<file path="src/rtl/mcap_pkg.sv">
`default_nettype none
package mcap_pkg;
  // ************************************************************
  // clock and timing
  // ************************************************************
  localparam longint unsigned CLK_HZ = 64'd25000000;
  localparam longint unsigned T_OFF_MS = 64'd1;
  localparam longint unsigned T_ON_S = 64'd25;
  localparam longint unsigned T_LOPWR_S = 64'd25;
  localparam longint unsigned T_INIT_MIN_S = 64'd190;
  localparam longint unsigned T_INIT_MAX_S = 64'd220;
  localparam longint unsigned T_LOS_ON_MS = 64'd1;
  localparam longint unsigned T_LOS_OFF_MS = 64'd15;
  localparam longint unsigned T_LOS_HOLD_MS = 64'd10;
  localparam longint unsigned MDC_MAX_HZ = 64'd4000000;
  localparam int CNT_W = 40;
  // least time: round up
  localparam longint unsigned INIT_CYC = T_INIT_MIN_S * CLK_HZ;
  localparam longint unsigned LOS_HOLD_CYC = (T_LOS_HOLD_MS * CLK_HZ + 64'd999) / 64'd1000;
  // shortest legal mdc half period, rounded down
  localparam longint unsigned MDC_HALF_CYC = CLK_HZ / (64'd2 * MDC_MAX_HZ);
  localparam logic [3:0] MDC_MIN_PHASE = 4'(MDC_HALF_CYC - 64'd1);
  localparam logic [3:0] MDC_PHASE_MAX = 4'hf;
  // ************************************************************
  // monitor clock divider
  // ************************************************************
  localparam int MCLK_RATIO = 48;
  localparam logic [4:0] MCLK_HALF = 5'(MCLK_RATIO / 2);
  // ************************************************************
  // register map
  // ************************************************************
  localparam int ADDR_W = 8;
  localparam logic [7:0] REG_CTRL = 8'h00;
  localparam logic [7:0] REG_STATUS = 8'h04;
  localparam logic [7:0] REG_IRQ_STAT = 8'h08;
  localparam logic [7:0] REG_IRQ_MASK = 8'h0c;
  localparam logic [1:0] CTRL_RST = 2'h0;
  localparam int CTRL_FORCE_OFF = 0;
  localparam int CTRL_FORCE_LP = 1;
  localparam int EV_LOS_SET = 0;
  localparam int EV_LOS_CLR = 1;
  localparam int EV_INIT_DONE = 2;
  localparam int EV_MDC_FAST = 3;
  localparam int EV_N = 4;
  localparam logic [3:0] MASK_RST = 4'h0;
  localparam logic [1:0] RESP_OKAY = 2'h0;
  localparam logic [1:0] RESP_SLVERR = 2'h2;
  typedef enum logic [2:0] {
    ST_RESET = 3'b000,
    ST_INIT = 3'b001,
    ST_LOPWR = 3'b010,
    ST_RUN = 3'b011
  } mcap_state_t;
endpackage
`default_nettype wire

</file>
<file path="src/rtl/mcap_top.sv">
`default_nettype none
// Contract
// - transmit disable high turns the laser off within 1 ms.
// - transmit disable low turns the laser on within 25 s.
// - low-power request high enters and holds low power mode within 25 s.
// - low-power request low brings the module to normal high power within 25 s.
// - low power mode keeps management alive and stays at or below 2 W.
// - module reset held low keeps the module in reset.
// - reset release runs initialization lasting 190 to 220 s.
// - receive loss output high while received power is too low.
// - receive loss output asserts within 1 ms of low power.
// - receive loss output clears within 15 ms of power returning.
// - presence output is tied low inside the module.
// - transmit monitor clock runs at one forty-eighth of the symbol rate.
// - timing comes from the internal local clock, no host reference clock.
// - management access uses clause 45 MDIO framing.
// - management link runs at up to 4 Mb/s and must be accepted.
// - an unconnected transmit disable reads high, laser off by default.
// - an unconnected low-power request reads high, low power by default.
module mcap_top #(
  parameter logic [39:0] INIT_CYCLES = 40'(mcap_pkg::INIT_CYC),
  parameter logic [39:0] LOS_HOLD_CYCLES = 40'(mcap_pkg::LOS_HOLD_CYC)
) (
  input wire logic sys_clk_i,
  input wire logic rst_i,
  input wire logic laser_output_off_i,
  input wire logic low_power_request_i,
  input wire logic module_reset_low_i,
  input wire logic rx_power_low_i,
  input wire logic symbol_tick_i,
  input wire logic mdc_i,
  input wire logic mdio_i,
  output logic laser_enable_o,
  output logic high_power_enable_o,
  output logic mgmt_enable_o,
  output logic mgmt_mdc_o,
  output logic mgmt_mdio_o,
  output logic receive_signal_lost_o,
  output logic presence_indicator_o,
  output logic transmit_monitor_clock_o,
  output logic irq_o,
  input wire logic [mcap_pkg::ADDR_W-1:0] s_axi_awaddr_i,
  input wire logic s_axi_awvalid_i,
  output logic s_axi_awready_o,
  input wire logic [31:0] s_axi_wdata_i,
  input wire logic [3:0] s_axi_wstrb_i,
  input wire logic s_axi_wvalid_i,
  output logic s_axi_wready_o,
  output logic [1:0] s_axi_bresp_o,
  output logic s_axi_bvalid_o,
  input wire logic s_axi_bready_i,
  input wire logic [mcap_pkg::ADDR_W-1:0] s_axi_araddr_i,
  input wire logic s_axi_arvalid_i,
  output logic s_axi_arready_o,
  output logic [31:0] s_axi_rdata_o,
  output logic [1:0] s_axi_rresp_o,
  output logic s_axi_rvalid_o,
  input wire logic s_axi_rready_i
);
  import mcap_pkg::*;

  // ************************************************************
  // pin synchronisers
  // ************************************************************
  // pull-up pins reset to one so a floating pin means safe
  localparam logic [5:0] SYNC_RST = 6'h03;
  logic [5:0] pin_raw;
  logic [5:0] sync1_q;
  logic [5:0] sync2_q;
  assign pin_raw = {mdio_i, mdc_i, rx_power_low_i, module_reset_low_i,
                    low_power_request_i, laser_output_off_i};

  genvar gi;
  generate
    for (gi = 0; gi < 6; gi++) begin : g_sync
      always_ff @(posedge sys_clk_i) begin
        if (rst_i) begin
          sync1_q[gi] <= SYNC_RST[gi];
          sync2_q[gi] <= SYNC_RST[gi];
        end else begin
          sync1_q[gi] <= pin_raw[gi];
          sync2_q[gi] <= sync1_q[gi];
        end
      end
    end
  endgenerate

  logic dis_s;
  logic lp_s;
  logic rstn_s;
  logic los_s;
  logic mdc_s;
  logic mdio_s;
  assign dis_s = sync2_q[0];
  assign lp_s = sync2_q[1];
  assign rstn_s = sync2_q[2];
  assign los_s = sync2_q[3];
  assign mdc_s = sync2_q[4];
  assign mdio_s = sync2_q[5];

  logic [1:0] ctrl_q;
  logic [EV_N-1:0] irq_stat_q;
  logic [EV_N-1:0] irq_mask_q;
  logic [EV_N-1:0] ev;

  // ************************************************************
  // power and reset sequencer
  // ************************************************************
  mcap_state_t state_q;
  logic [39:0] init_cnt_q;
  logic want_lp;
  assign want_lp = lp_s | ctrl_q[CTRL_FORCE_LP];

  always_ff @(posedge sys_clk_i) begin
    if (rst_i) begin
      state_q <= ST_RESET;
    end else if (!rstn_s) begin
      state_q <= ST_RESET;
    end else begin
      case (state_q)
        ST_RESET: begin
          state_q <= ST_INIT;
        end
        ST_INIT: begin
          if (init_cnt_q == INIT_CYCLES - 40'h1) begin
            state_q <= want_lp ? ST_LOPWR : ST_RUN;
          end
        end
        ST_LOPWR: begin
          if (!want_lp) begin
            state_q <= ST_RUN;
          end
        end
        ST_RUN: begin
          if (want_lp) begin
            state_q <= ST_LOPWR;
          end
        end
        default: begin
          state_q <= ST_RESET;
        end
      endcase
    end
  end

  always_ff @(posedge sys_clk_i) begin
    if (rst_i) begin
      init_cnt_q <= 40'h0;
    end else if (state_q != ST_INIT) begin
      init_cnt_q <= 40'h0;
    end else begin
      init_cnt_q <= init_cnt_q + 40'h1;
    end
  end

  // rails for the high power domain only come up in normal mode,
  // which is what keeps low power mode inside its budget
  always_ff @(posedge sys_clk_i) begin
    if (rst_i) begin
      high_power_enable_o <= 1'b0;
      mgmt_enable_o <= 1'b0;
    end else begin
      high_power_enable_o <= (state_q == ST_RUN);
      mgmt_enable_o <= (state_q != ST_RESET);
    end
  end

  // ************************************************************
  // laser control
  // ************************************************************
  // turn-off reacts within a few cycles, far inside the off time
  always_ff @(posedge sys_clk_i) begin
    if (rst_i) begin
      laser_enable_o <= 1'b0;
    end else begin
      laser_enable_o <= (state_q == ST_RUN) && !dis_s
                        && !ctrl_q[CTRL_FORCE_OFF];
    end
  end

  // ************************************************************
  // receive loss of signal
  // ************************************************************
  // clearing waits for a steady good level so a flickering input
  // does not chatter the pin
  logic [39:0] los_hold_q;
  always_ff @(posedge sys_clk_i) begin
    if (rst_i) begin
      receive_signal_lost_o <= 1'b1;
      los_hold_q <= 40'h0;
    end else if (los_s) begin
      receive_signal_lost_o <= 1'b1;
      los_hold_q <= 40'h0;
    end else if (receive_signal_lost_o) begin
      if (los_hold_q == LOS_HOLD_CYCLES - 40'h1) begin
        receive_signal_lost_o <= 1'b0;
        los_hold_q <= 40'h0;
      end else begin
        los_hold_q <= los_hold_q + 40'h1;
      end
    end
  end

  // ************************************************************
  // presence and monitor clock
  // ************************************************************
  always_ff @(posedge sys_clk_i) begin
    presence_indicator_o <= 1'b0;
  end

  // symbol ticks come from the transmit datapath on the internal
  // local clock; no host reference clock is used
  logic [4:0] mclk_cnt_q;
  always_ff @(posedge sys_clk_i) begin
    if (rst_i) begin
      mclk_cnt_q <= 5'h0;
      transmit_monitor_clock_o <= 1'b0;
    end else if (symbol_tick_i) begin
      if (mclk_cnt_q == MCLK_HALF - 5'h1) begin
        mclk_cnt_q <= 5'h0;
        transmit_monitor_clock_o <= !transmit_monitor_clock_o;
      end else begin
        mclk_cnt_q <= mclk_cnt_q + 5'h1;
      end
    end
  end

  // ************************************************************
  // management pins
  // ************************************************************
  // frames are decoded by the clause 45 engine behind these outputs
  logic mdc_d1_q;
  logic [3:0] mdc_phase_q;
  logic mdc_edge;
  assign mdc_edge = mdc_s ^ mdc_d1_q;
  always_ff @(posedge sys_clk_i) begin
    if (rst_i) begin
      mgmt_mdc_o <= 1'b0;
      mgmt_mdio_o <= 1'b1;
      mdc_d1_q <= 1'b0;
      mdc_phase_q <= MDC_PHASE_MAX;
    end else begin
      mgmt_mdc_o <= mdc_s;
      mgmt_mdio_o <= mdio_s;
      mdc_d1_q <= mdc_s;
      if (mdc_edge) begin
        mdc_phase_q <= 4'h0;
      end else if (mdc_phase_q != MDC_PHASE_MAX) begin
        mdc_phase_q <= mdc_phase_q + 4'h1;
      end
    end
  end
  // phases shorter than the 4 Mb/s half period flag an overspeed host
  assign ev[EV_MDC_FAST] = mdc_edge && (mdc_phase_q < MDC_MIN_PHASE);

  // ************************************************************
  // interrupts
  // ************************************************************
  logic los_d1_q;
  logic init_d1_q;
  always_ff @(posedge sys_clk_i) begin
    if (rst_i) begin
      los_d1_q <= 1'b1;
      init_d1_q <= 1'b0;
    end else begin
      los_d1_q <= receive_signal_lost_o;
      init_d1_q <= (state_q == ST_INIT);
    end
  end
  assign ev[EV_LOS_SET] = receive_signal_lost_o && !los_d1_q;
  assign ev[EV_LOS_CLR] = !receive_signal_lost_o && los_d1_q;
  assign ev[EV_INIT_DONE] = init_d1_q && (state_q != ST_INIT) && (state_q != ST_RESET);

  logic do_wr;
  logic [ADDR_W-1:0] awaddr_q;
  logic [31:0] wdata_q;
  logic [3:0] wstrb_q;
  logic wr_lane0;
  assign wr_lane0 = do_wr && wstrb_q[0];

  always_ff @(posedge sys_clk_i) begin
    if (rst_i) begin
      irq_stat_q <= '0;
    end else if (wr_lane0 && awaddr_q == REG_IRQ_STAT) begin
      // a new event wins over the clear in the same cycle
      irq_stat_q <= (irq_stat_q & ~wdata_q[EV_N-1:0]) | ev;
    end else begin
      irq_stat_q <= irq_stat_q | ev;
    end
  end

  always_ff @(posedge sys_clk_i) begin
    if (rst_i) begin
      irq_o <= 1'b0;
    end else begin
      irq_o <= |(irq_stat_q & irq_mask_q);
    end
  end

  // ************************************************************
  // axi4-lite slave
  // ************************************************************
  logic aw_held_q;
  logic w_held_q;
  assign do_wr = aw_held_q && w_held_q && !s_axi_bvalid_o;

  always_ff @(posedge sys_clk_i) begin
    if (rst_i) begin
      s_axi_awready_o <= 1'b1;
      s_axi_wready_o <= 1'b1;
      s_axi_bvalid_o <= 1'b0;
      s_axi_bresp_o <= RESP_OKAY;
      aw_held_q <= 1'b0;
      w_held_q <= 1'b0;
      awaddr_q <= '0;
      wdata_q <= '0;
      wstrb_q <= '0;
    end else begin
      if (s_axi_awready_o && s_axi_awvalid_i) begin
        aw_held_q <= 1'b1;
        awaddr_q <= s_axi_awaddr_i;
        s_axi_awready_o <= 1'b0;
      end
      if (s_axi_wready_o && s_axi_wvalid_i) begin
        w_held_q <= 1'b1;
        wdata_q <= s_axi_wdata_i;
        wstrb_q <= s_axi_wstrb_i;
        s_axi_wready_o <= 1'b0;
      end
      if (do_wr) begin
        aw_held_q <= 1'b0;
        w_held_q <= 1'b0;
        s_axi_bvalid_o <= 1'b1;
        s_axi_bresp_o <= (awaddr_q == REG_CTRL || awaddr_q == REG_STATUS ||
                          awaddr_q == REG_IRQ_STAT || awaddr_q == REG_IRQ_MASK)
                         ? RESP_OKAY : RESP_SLVERR;
      end
      if (s_axi_bvalid_o && s_axi_bready_i) begin
        s_axi_bvalid_o <= 1'b0;
        s_axi_awready_o <= 1'b1;
        s_axi_wready_o <= 1'b1;
      end
    end
  end

  always_ff @(posedge sys_clk_i) begin
    if (rst_i) begin
      ctrl_q <= CTRL_RST;
      irq_mask_q <= MASK_RST;
    end else if (wr_lane0) begin
      if (awaddr_q == REG_CTRL) begin
        ctrl_q <= wdata_q[1:0];
      end
      if (awaddr_q == REG_IRQ_MASK) begin
        irq_mask_q <= wdata_q[EV_N-1:0];
      end
    end
  end

  logic [31:0] rd_mux;
  logic rd_hit;
  always_comb begin
    rd_mux = 32'h0;
    rd_hit = 1'b1;
    case (s_axi_araddr_i)
      REG_CTRL: rd_mux[1:0] = ctrl_q;
      REG_STATUS: rd_mux[7:0] = {laser_enable_o, receive_signal_lost_o,
                                 high_power_enable_o, mgmt_enable_o, 1'b0, state_q};
      REG_IRQ_STAT: rd_mux[EV_N-1:0] = irq_stat_q;
      REG_IRQ_MASK: rd_mux[EV_N-1:0] = irq_mask_q;
      default: rd_hit = 1'b0;
    endcase
  end

  always_ff @(posedge sys_clk_i) begin
    if (rst_i) begin
      s_axi_arready_o <= 1'b1;
      s_axi_rvalid_o <= 1'b0;
      s_axi_rdata_o <= 32'h0;
      s_axi_rresp_o <= RESP_OKAY;
    end else if (s_axi_arready_o && s_axi_arvalid_i) begin
      s_axi_arready_o <= 1'b0;
      s_axi_rvalid_o <= 1'b1;
      s_axi_rdata_o <= rd_mux;
      s_axi_rresp_o <= rd_hit ? RESP_OKAY : RESP_SLVERR;
    end else if (s_axi_rvalid_o && s_axi_rready_i) begin
      s_axi_rvalid_o <= 1'b0;
      s_axi_arready_o <= 1'b1;
    end
  end

  // ************************************************************
  // assertions
  // ************************************************************
  property p_laser_off;
    @(posedge sys_clk_i) disable iff (rst_i)
      dis_s |=> !laser_enable_o;
  endproperty
  a_laser_off: assert property (p_laser_off) else $error("laser not off after disable");

  property p_laser_on;
    @(posedge sys_clk_i) disable iff (rst_i)
      (state_q == ST_RUN && !dis_s && !ctrl_q[CTRL_FORCE_OFF]) |=> laser_enable_o;
  endproperty
  a_laser_on: assert property (p_laser_on) else $error("laser not on when enabled");

  property p_enter_lp;
    @(posedge sys_clk_i) disable iff (rst_i)
      (state_q == ST_RUN && lp_s && rstn_s) |=> state_q == ST_LOPWR ##1 !high_power_enable_o;
  endproperty
  a_enter_lp: assert property (p_enter_lp) else $error("low power not entered");

  property p_leave_lp;
    @(posedge sys_clk_i) disable iff (rst_i)
      (state_q == ST_LOPWR && !want_lp && rstn_s) |=> state_q == ST_RUN ##1 high_power_enable_o;
  endproperty
  a_leave_lp: assert property (p_leave_lp) else $error("high power not entered");

  property p_mgmt_lp;
    @(posedge sys_clk_i) disable iff (rst_i)
      (state_q == ST_LOPWR) |=> mgmt_enable_o && !high_power_enable_o;
  endproperty
  a_mgmt_lp: assert property (p_mgmt_lp) else $error("low power mode rails wrong");

  property p_hold_reset;
    @(posedge sys_clk_i) disable iff (rst_i)
      !rstn_s |=> state_q == ST_RESET;
  endproperty
  a_hold_reset: assert property (p_hold_reset) else $error("left reset while held");

  property p_init_len;
    @(posedge sys_clk_i) disable iff (rst_i)
      ($past(state_q) == ST_INIT && state_q != ST_INIT && state_q != ST_RESET)
      |-> $past(init_cnt_q) == INIT_CYCLES - 40'h1;
  endproperty
  a_init_len: assert property (p_init_len) else $error("init length wrong");

  property p_los_on;
    @(posedge sys_clk_i) disable iff (rst_i)
      los_s |=> receive_signal_lost_o;
  endproperty
  a_los_on: assert property (p_los_on) else $error("loss not asserted");

  property p_los_off;
    @(posedge sys_clk_i) disable iff (rst_i)
      $fell(receive_signal_lost_o) |-> $past(los_hold_q) == LOS_HOLD_CYCLES - 40'h1;
  endproperty
  a_los_off: assert property (p_los_off) else $error("loss cleared early");

  property p_init_dark;
    @(posedge sys_clk_i) disable iff (rst_i)
      (state_q == ST_RESET || state_q == ST_INIT) |=> !laser_enable_o;
  endproperty
  a_init_dark: assert property (p_init_dark) else $error("laser on during init");

  property p_mclk;
    @(posedge sys_clk_i) disable iff (rst_i)
      $changed(transmit_monitor_clock_o)
      |-> $past(symbol_tick_i) && $past(mclk_cnt_q) == MCLK_HALF - 5'h1;
  endproperty
  a_mclk: assert property (p_mclk) else $error("monitor clock ratio wrong");

  property p_present;
    @(posedge sys_clk_i) disable iff (rst_i)
      ##1 !presence_indicator_o;
  endproperty
  a_present: assert property (p_present) else $error("presence not low");

endmodule
`default_nettype wire

</file>
<file path="config.mk">
export PLATFORM = sky130hd
export DESIGN_NAME = mcap_top
export DESIGN_NICKNAME = d
export VERILOG_FILES = /design/src/rtl/mcap_pkg.sv /design/src/rtl/mcap_top.sv
export SDC_FILE = /design/constraint.sdc
export NUM_CORES = 1
export LEC_CHECK = 0
export BUFFER_PORTS_ARGS = -buffer_cell sky130_fd_sc_hd__buf_4
export CORE_AREA = 2 2 152 154
export DETAILED_ROUTE_END_ITERATION = 12
export DIE_AREA = 0 0 154 156
export REMOVE_ABC_BUFFERS = 1
export SETUP_SLACK_MARGIN = 0.4
export SYNTH_ARGS = -nofsm -noshare
export SYNTH_HDL_FRONTEND = slang
export SYNTH_SLANG_ARGS = --single-unit
</file>
<file path="constraint.sdc">
create_clock -name sys_clk_i -period 3.23 [get_ports sys_clk_i]
set_input_delay 0.323 -clock sys_clk_i [delete_from_list [all_inputs] [get_ports sys_clk_i]]
set_output_delay 0.323 -clock sys_clk_i [all_outputs]
set_load 0.05 [all_outputs]
</file>
# After elaboration in Yosys (flattened, before gate mapping)
# Index checks and enable logic that the tools add are counted.
# word_totals
input_bits	66
elab_cells	137
output_inout_bits	50
regBits	156
# op_classes
magnitude_cmp	1
n_reduce_logical	42
n_eq_ne	17
n_addsub	4
mux	22
bitwise	8
# op_table
op	n
adder 40 x 1 -> 40 bit, second input constant	2
== test 40 x 18 -> 1 bit, second input constant	1
== test 40 x 33 -> 1 bit, second input constant	1
two-way mux 40 bit	1
== test 8 x 4 -> 1 bit, second input constant	4
== test 8 x 3 -> 1 bit, second input constant	2
logical AND 1 bit	16
logical NOT 8 bit	2
two-way mux 4 bit	4
one-hot mux 3 bit (4 select lines)	1
OR reduction 2 bit	5
two-way mux 3 bit	3
bitwise AND 4 bit	2
two-way mux 1 bit	8
bitwise OR 4 bit	2
one-hot mux 2 bit (4 select lines)	1
OR reduction 4 bit	2
== test 3 x 2 -> 1 bit, second input constant	2
logical NOT 1 bit	6
inequality test 2 bit, second input constant	3
one-hot mux 2 bit (3 select lines)	1
AND reduction 2 bit	3
adder 5 x 1 -> 5 bit, second input constant	1
== test 5 bit, second input constant	1
16 further kinds	20

# Longest topological paths before layout
# depth
word_depth	5
mapped_depth	8
mapped_depth_nobuf	6

# Least setup slack after synthesis
# Ideal clock, no wire load.
# synth_timing
path_type	reg-to-reg
startpoint	register receive_signal_lost_o
endpoint	register los_hold_q[21]
t_required_ns	3.116
arrival_ns	1.941
setup_time_ns	0.114
stages_incl_launch_ff	7
synth_period_minus_slack_ns	2.055
setup_slack_ns	1.175
path_buffers	1
cell_sequence	dfxtp_1 -> buf_4 -> nand4_2 -> nor4_1 -> nand4_1 -> xor2_1 -> nor2_1
# synth_lines
item	line_no	source
from (decl)	mcap_top.sv:38	output logic receive_signal_lost_o,
from (signal assigned)	mcap_top.sv:189	receive_signal_lost_o <= 1'b1;
from (signal assigned)	mcap_top.sv:192	receive_signal_lost_o <= 1'b1;
from (signal assigned)	mcap_top.sv:196	receive_signal_lost_o <= 1'b0;
to (signal assigned)	mcap_top.sv:199	los_hold_q <= los_hold_q + 40'h1;
to (decl)	mcap_top.sv:186	logic [39:0] los_hold_q;

==> summary by stage <==
Logic synthesis
Of the total synthesized cell area, the portion taken by full adders, half adders and majority gates is 0.00756. Of the total synthesized cell area, the portion taken by AND, OR, NAND and NOR gates is 0.290. After synthesis, the netlist uses 53 different library cells.

Counting flops with an async set or reset pin after synthesis yields a share of 0. The Yosys step of the flow raised 0 warnings. Of the total synthesized cell area, the portion taken by XOR and XNOR cells is 0.0965.

After synthesis, the share of cell area in mux cells is 0.0249. By area, the combinational part of the netlist is dominated by simple AND/OR/NAND/NOR gates. The total of flip-flops plus latches after synthesis is 153. The commonest register cell after synthesis is dfxtp_1. The cell type contributing the most total cell area after synthesis is dfxtp_1. The average instance in the mapped netlist occupies 8.87 um2.

The post-synthesis sequential area ratio is 0.462. The number of flops mapped to enable cells by yosys is 0. The synthesized netlist occupies a cell area of 6620 um2. In the post-synthesis netlist, the biggest area contributors are dfxtp_1 46%, nor2_1 6.1%, xor2_1 5.8%. The share of synthesized area in the top cell type comes to 0.462. Counting every instance in the synthesized netlist gives 747. The compound-cell area share of the yosys netlist is 0.0612.

Timing
Subtracting the final worst setup slack from the clock period gives 2.23 ns. The hold violation count in the final report came to 0. The share of the clock period used by the worst path after layout is 0.691. The count of pins over their slew limit came to 0.

After routing, the total negative slack on setup checks comes to 0 ns. Derived from the worst setup path, the maximum achievable clock frequency is 448 MHz. Setup repair after global routing left no endpoint under its margin.

On the final layout, the worst clock skew is 0.0200 ns. Setup violations remaining at the end of the flow were counted as 0. In this run the tightest slew margin relative to its limit is 0.465.

The slew of the pin with the lowest slew margin is 0.795 ns. The post-route worst hold slack is 0.0838 ns.

Place
Buffers placed on the I/O ports in this run total 57. The final weighted congestion in routability-driven placement is 0.752. Once detailed placement completed, the half-perimeter wirelength came to 9380 um.

Final layout
Leaving out fill and tap cells, the most frequent cells in the layout are 153 x dfxtp_1, 107 x nor2_1, 59 x buf_4. The library cell used most frequently in the layout, excluding fill and tap cells, is dfxtp_1. Relative to the synthesized area, the layout overhead comes to 17.8%. The final layout contains 865 nets. Measured on the finished design, the core utilization comes to 0.349. The filler cells instantiated in the layout total 2308. The number of antenna diodes in the final layout is 0. The fraction of final layout cells sized beyond drive strength 1 is 0.134.

Clocking
TritonCTS built the clock tree. After clock tree synthesis, the repair step resized 0 gates. Clock-pin slew was measured on the worst setup and hold paths at 0.06 ns. In this run the number of H-tree levels came out at 4.

The clock insertion delay at the later pin of the skew report is 0.43 ns. The clock root buffer is clkbuf_16. The maximum root-to-sink buffer count is 2. For this design, the sink count on the clock tree is 153. The number of buffers created by CTS is 17. The count of buffers added by post-CTS timing repair for setup is 0. The number of hold buffers added after cts is 0.

Pwr
The leakage power is 2.78 nW. The completed layout was analyzed and its total power is 4.34 mW. VDD sags by at most 297 uV. The power density normalized to cell area is 557 nW/um2.

Routing
The routed wirelength normalized by instance count is 12.6 um. After the first detailed-routing iteration, the DRC count stood at 283. Using the TritonRoute via totals, the vias-per-cell ratio works out to 4.74. Wires add up to 13800 um. Before antenna repair, the detailed router went through 5 iterations.

The number of nets with antenna violations after detailed routing is 0. The via total after detailed routing is 5176. For this run, design rule violations remaining after detail routing come to 0.

Floorplan
The y dimension of the die is 156 um. The effective utilization at floorplan is 0.296. The area inside the core boundary is 22400 um2. In this run the count of I/O pins placed on the die edge is 116.

The floorplan step set the die width to 154 um. The initialized floorplan defines 55 standard-cell rows. The full die area is 24000 um2.

Setup path
The cell family contributing the most delay on the critical path is simple AND/OR/NAND/NOR gates. The worst setup path is launched from a flip-flop. The arrival time at the worst endpoint is 2.55 ns. The cell type of the slowest stage on the worst timing path is nor4_1. For the worst setup path, the data required time is 3.55 ns. Walking the worst path, the cells encountered are nand4_2 -> nor4_1 -> nand4_1 -> xor2_1 -> nor2_1. STA classifies the critical path endpoint as a flip-flop. Along the worst path, the maximum fanout reaches 11. The worst setup path is of the flip-flop to flip-flop kind.

The delay contributed by the slowest stage of the critical path is 0.78 ns. The critical path contains buffers and inverters numbering 0 combined.

Global route
The total overflow reported by the global router is 0. Entering global routing, the biggest net connects 46 pins. The wire length of the first global-routing pass is 23400 um. The initial antenna violation count is 0. The via count of the first global-routing pass is 4849. The combined global-route utilization of all metal layers is 0.118.

Run status
The flow ran to the end, and the final reports show no timing, DRC or antenna violations.

Worst hold path
The class of the worst hold path is input pin to flip-flop.

Job
The tool flagged a number of max-cap violations equal to 0.
## where the power goes
part | internal, mW | switching, mW
Clock | 1.25 | 0.778
Sequential | 1.94 | 0.0480
Combinational | 0.121 | 0.205
Total | 3.31 | 1.03
## flip-flops by register name, summed over array words and instances (netlist names), 2 cells and up
register / count
wdata_q: 4
sync1_q: 6
ctrl_q: 2
los_hold_q: 40
mdc_phase_q: 4
irq_stat_q: 4
mclk_cnt_q: 5
irq_mask_q: 4
s_axi_rdata_o: 8
awaddr_q: 8
init_cnt_q: 40
state_q: 2
## through the flow
stage / cells / setup slack (ns) / instance area, um2
final: 1092 / 0.998 / 7800
after global routing: 1092 / 0.727 / 7800
after CTS: 1092 / 0.957 / 7800
after detailed placement: 1061 / 1.00 / 7200
after global placement: 1061 / 0.970 / 7200
after floorplan: 716 / 1.06 / 6380
## metal layers
layer  routed length (um)  share of wire  track usage  vias up
met5                    0              0            0        -
met4                   74         0.0054       0.0289        0
met3                  434          0.031       0.0361       10
met2                 6330           0.46        0.184       74
met1                 6950           0.50        0.159     2445
li1                     -              -            -     2647
## worst reg2reg max path: stages, from the launching register on
cell and delay (ns):
dfxtp_1 0.60, nand4_2 0.35, nor4_1 0.78, nand4_1 0.20, xor2_1 0.17, nor2_1 0.05
## logic make-up (layout without fill, tap and decap cells)
| kind of cell | Yosys count | in the layout |
|---|---|---|
| and+or+nand+nor | 367 | 367 |
| muxes | 14 | 14 |
| buffers and inverters | 66 | 100 |
| other | 1 | 27 |
| AOI/OAI and AO/OA | 69 | 69 |
| xor gates and xnor gates | 73 | 73 |
| DFF | 153 | 153 |
| adders and majority gates | 4 | 4 |
## worst paths after layout
path / cells after the start / endpoint / slack [ns] / from
worst max-delay path: 5 / los_hold_q[21] / 1.0 / receive_signal_lost_o
worst min-delay path: 2 / sync1_q[1] / 0.08 / low_power_request_i
worst max register to register: 5 / los_hold_q[21] / 1.0 / receive_signal_lost_o
worst min register to register: 1 / laser_enable_o / 0.38 / dis_s
## cells in the mapped netlist, drive strengths merged, types with 3 or more instances
cell,n
and3,11
nor3,18
xor2,44
nor2b,12
nor4b,3
inv,8
and2,9
xnor2,29
nand3,46
nor4,28
or3,8
ha,4
nand4,37
a21oi,33
and4,10
o21ai,16
nor3b,4
nand2b,3
a22oi,8
buf,41
clkbuf,16
mux2i,12
dfxtp,153
nor2,107
nand2,56
or2,6
## cell type report
type	instances	area (um2)	share of cell area
clock buffer	20	457	0.0586
inverter	9	33.8	0.00433
timing repair buffer	60	463	0.0594
clock inverter	11	146	0.0188
multi-input combinational	554	3280	0.421
tap	285	357	0.0457
sequential	153	3060	0.393
Power figures use the tool's default switching activity.
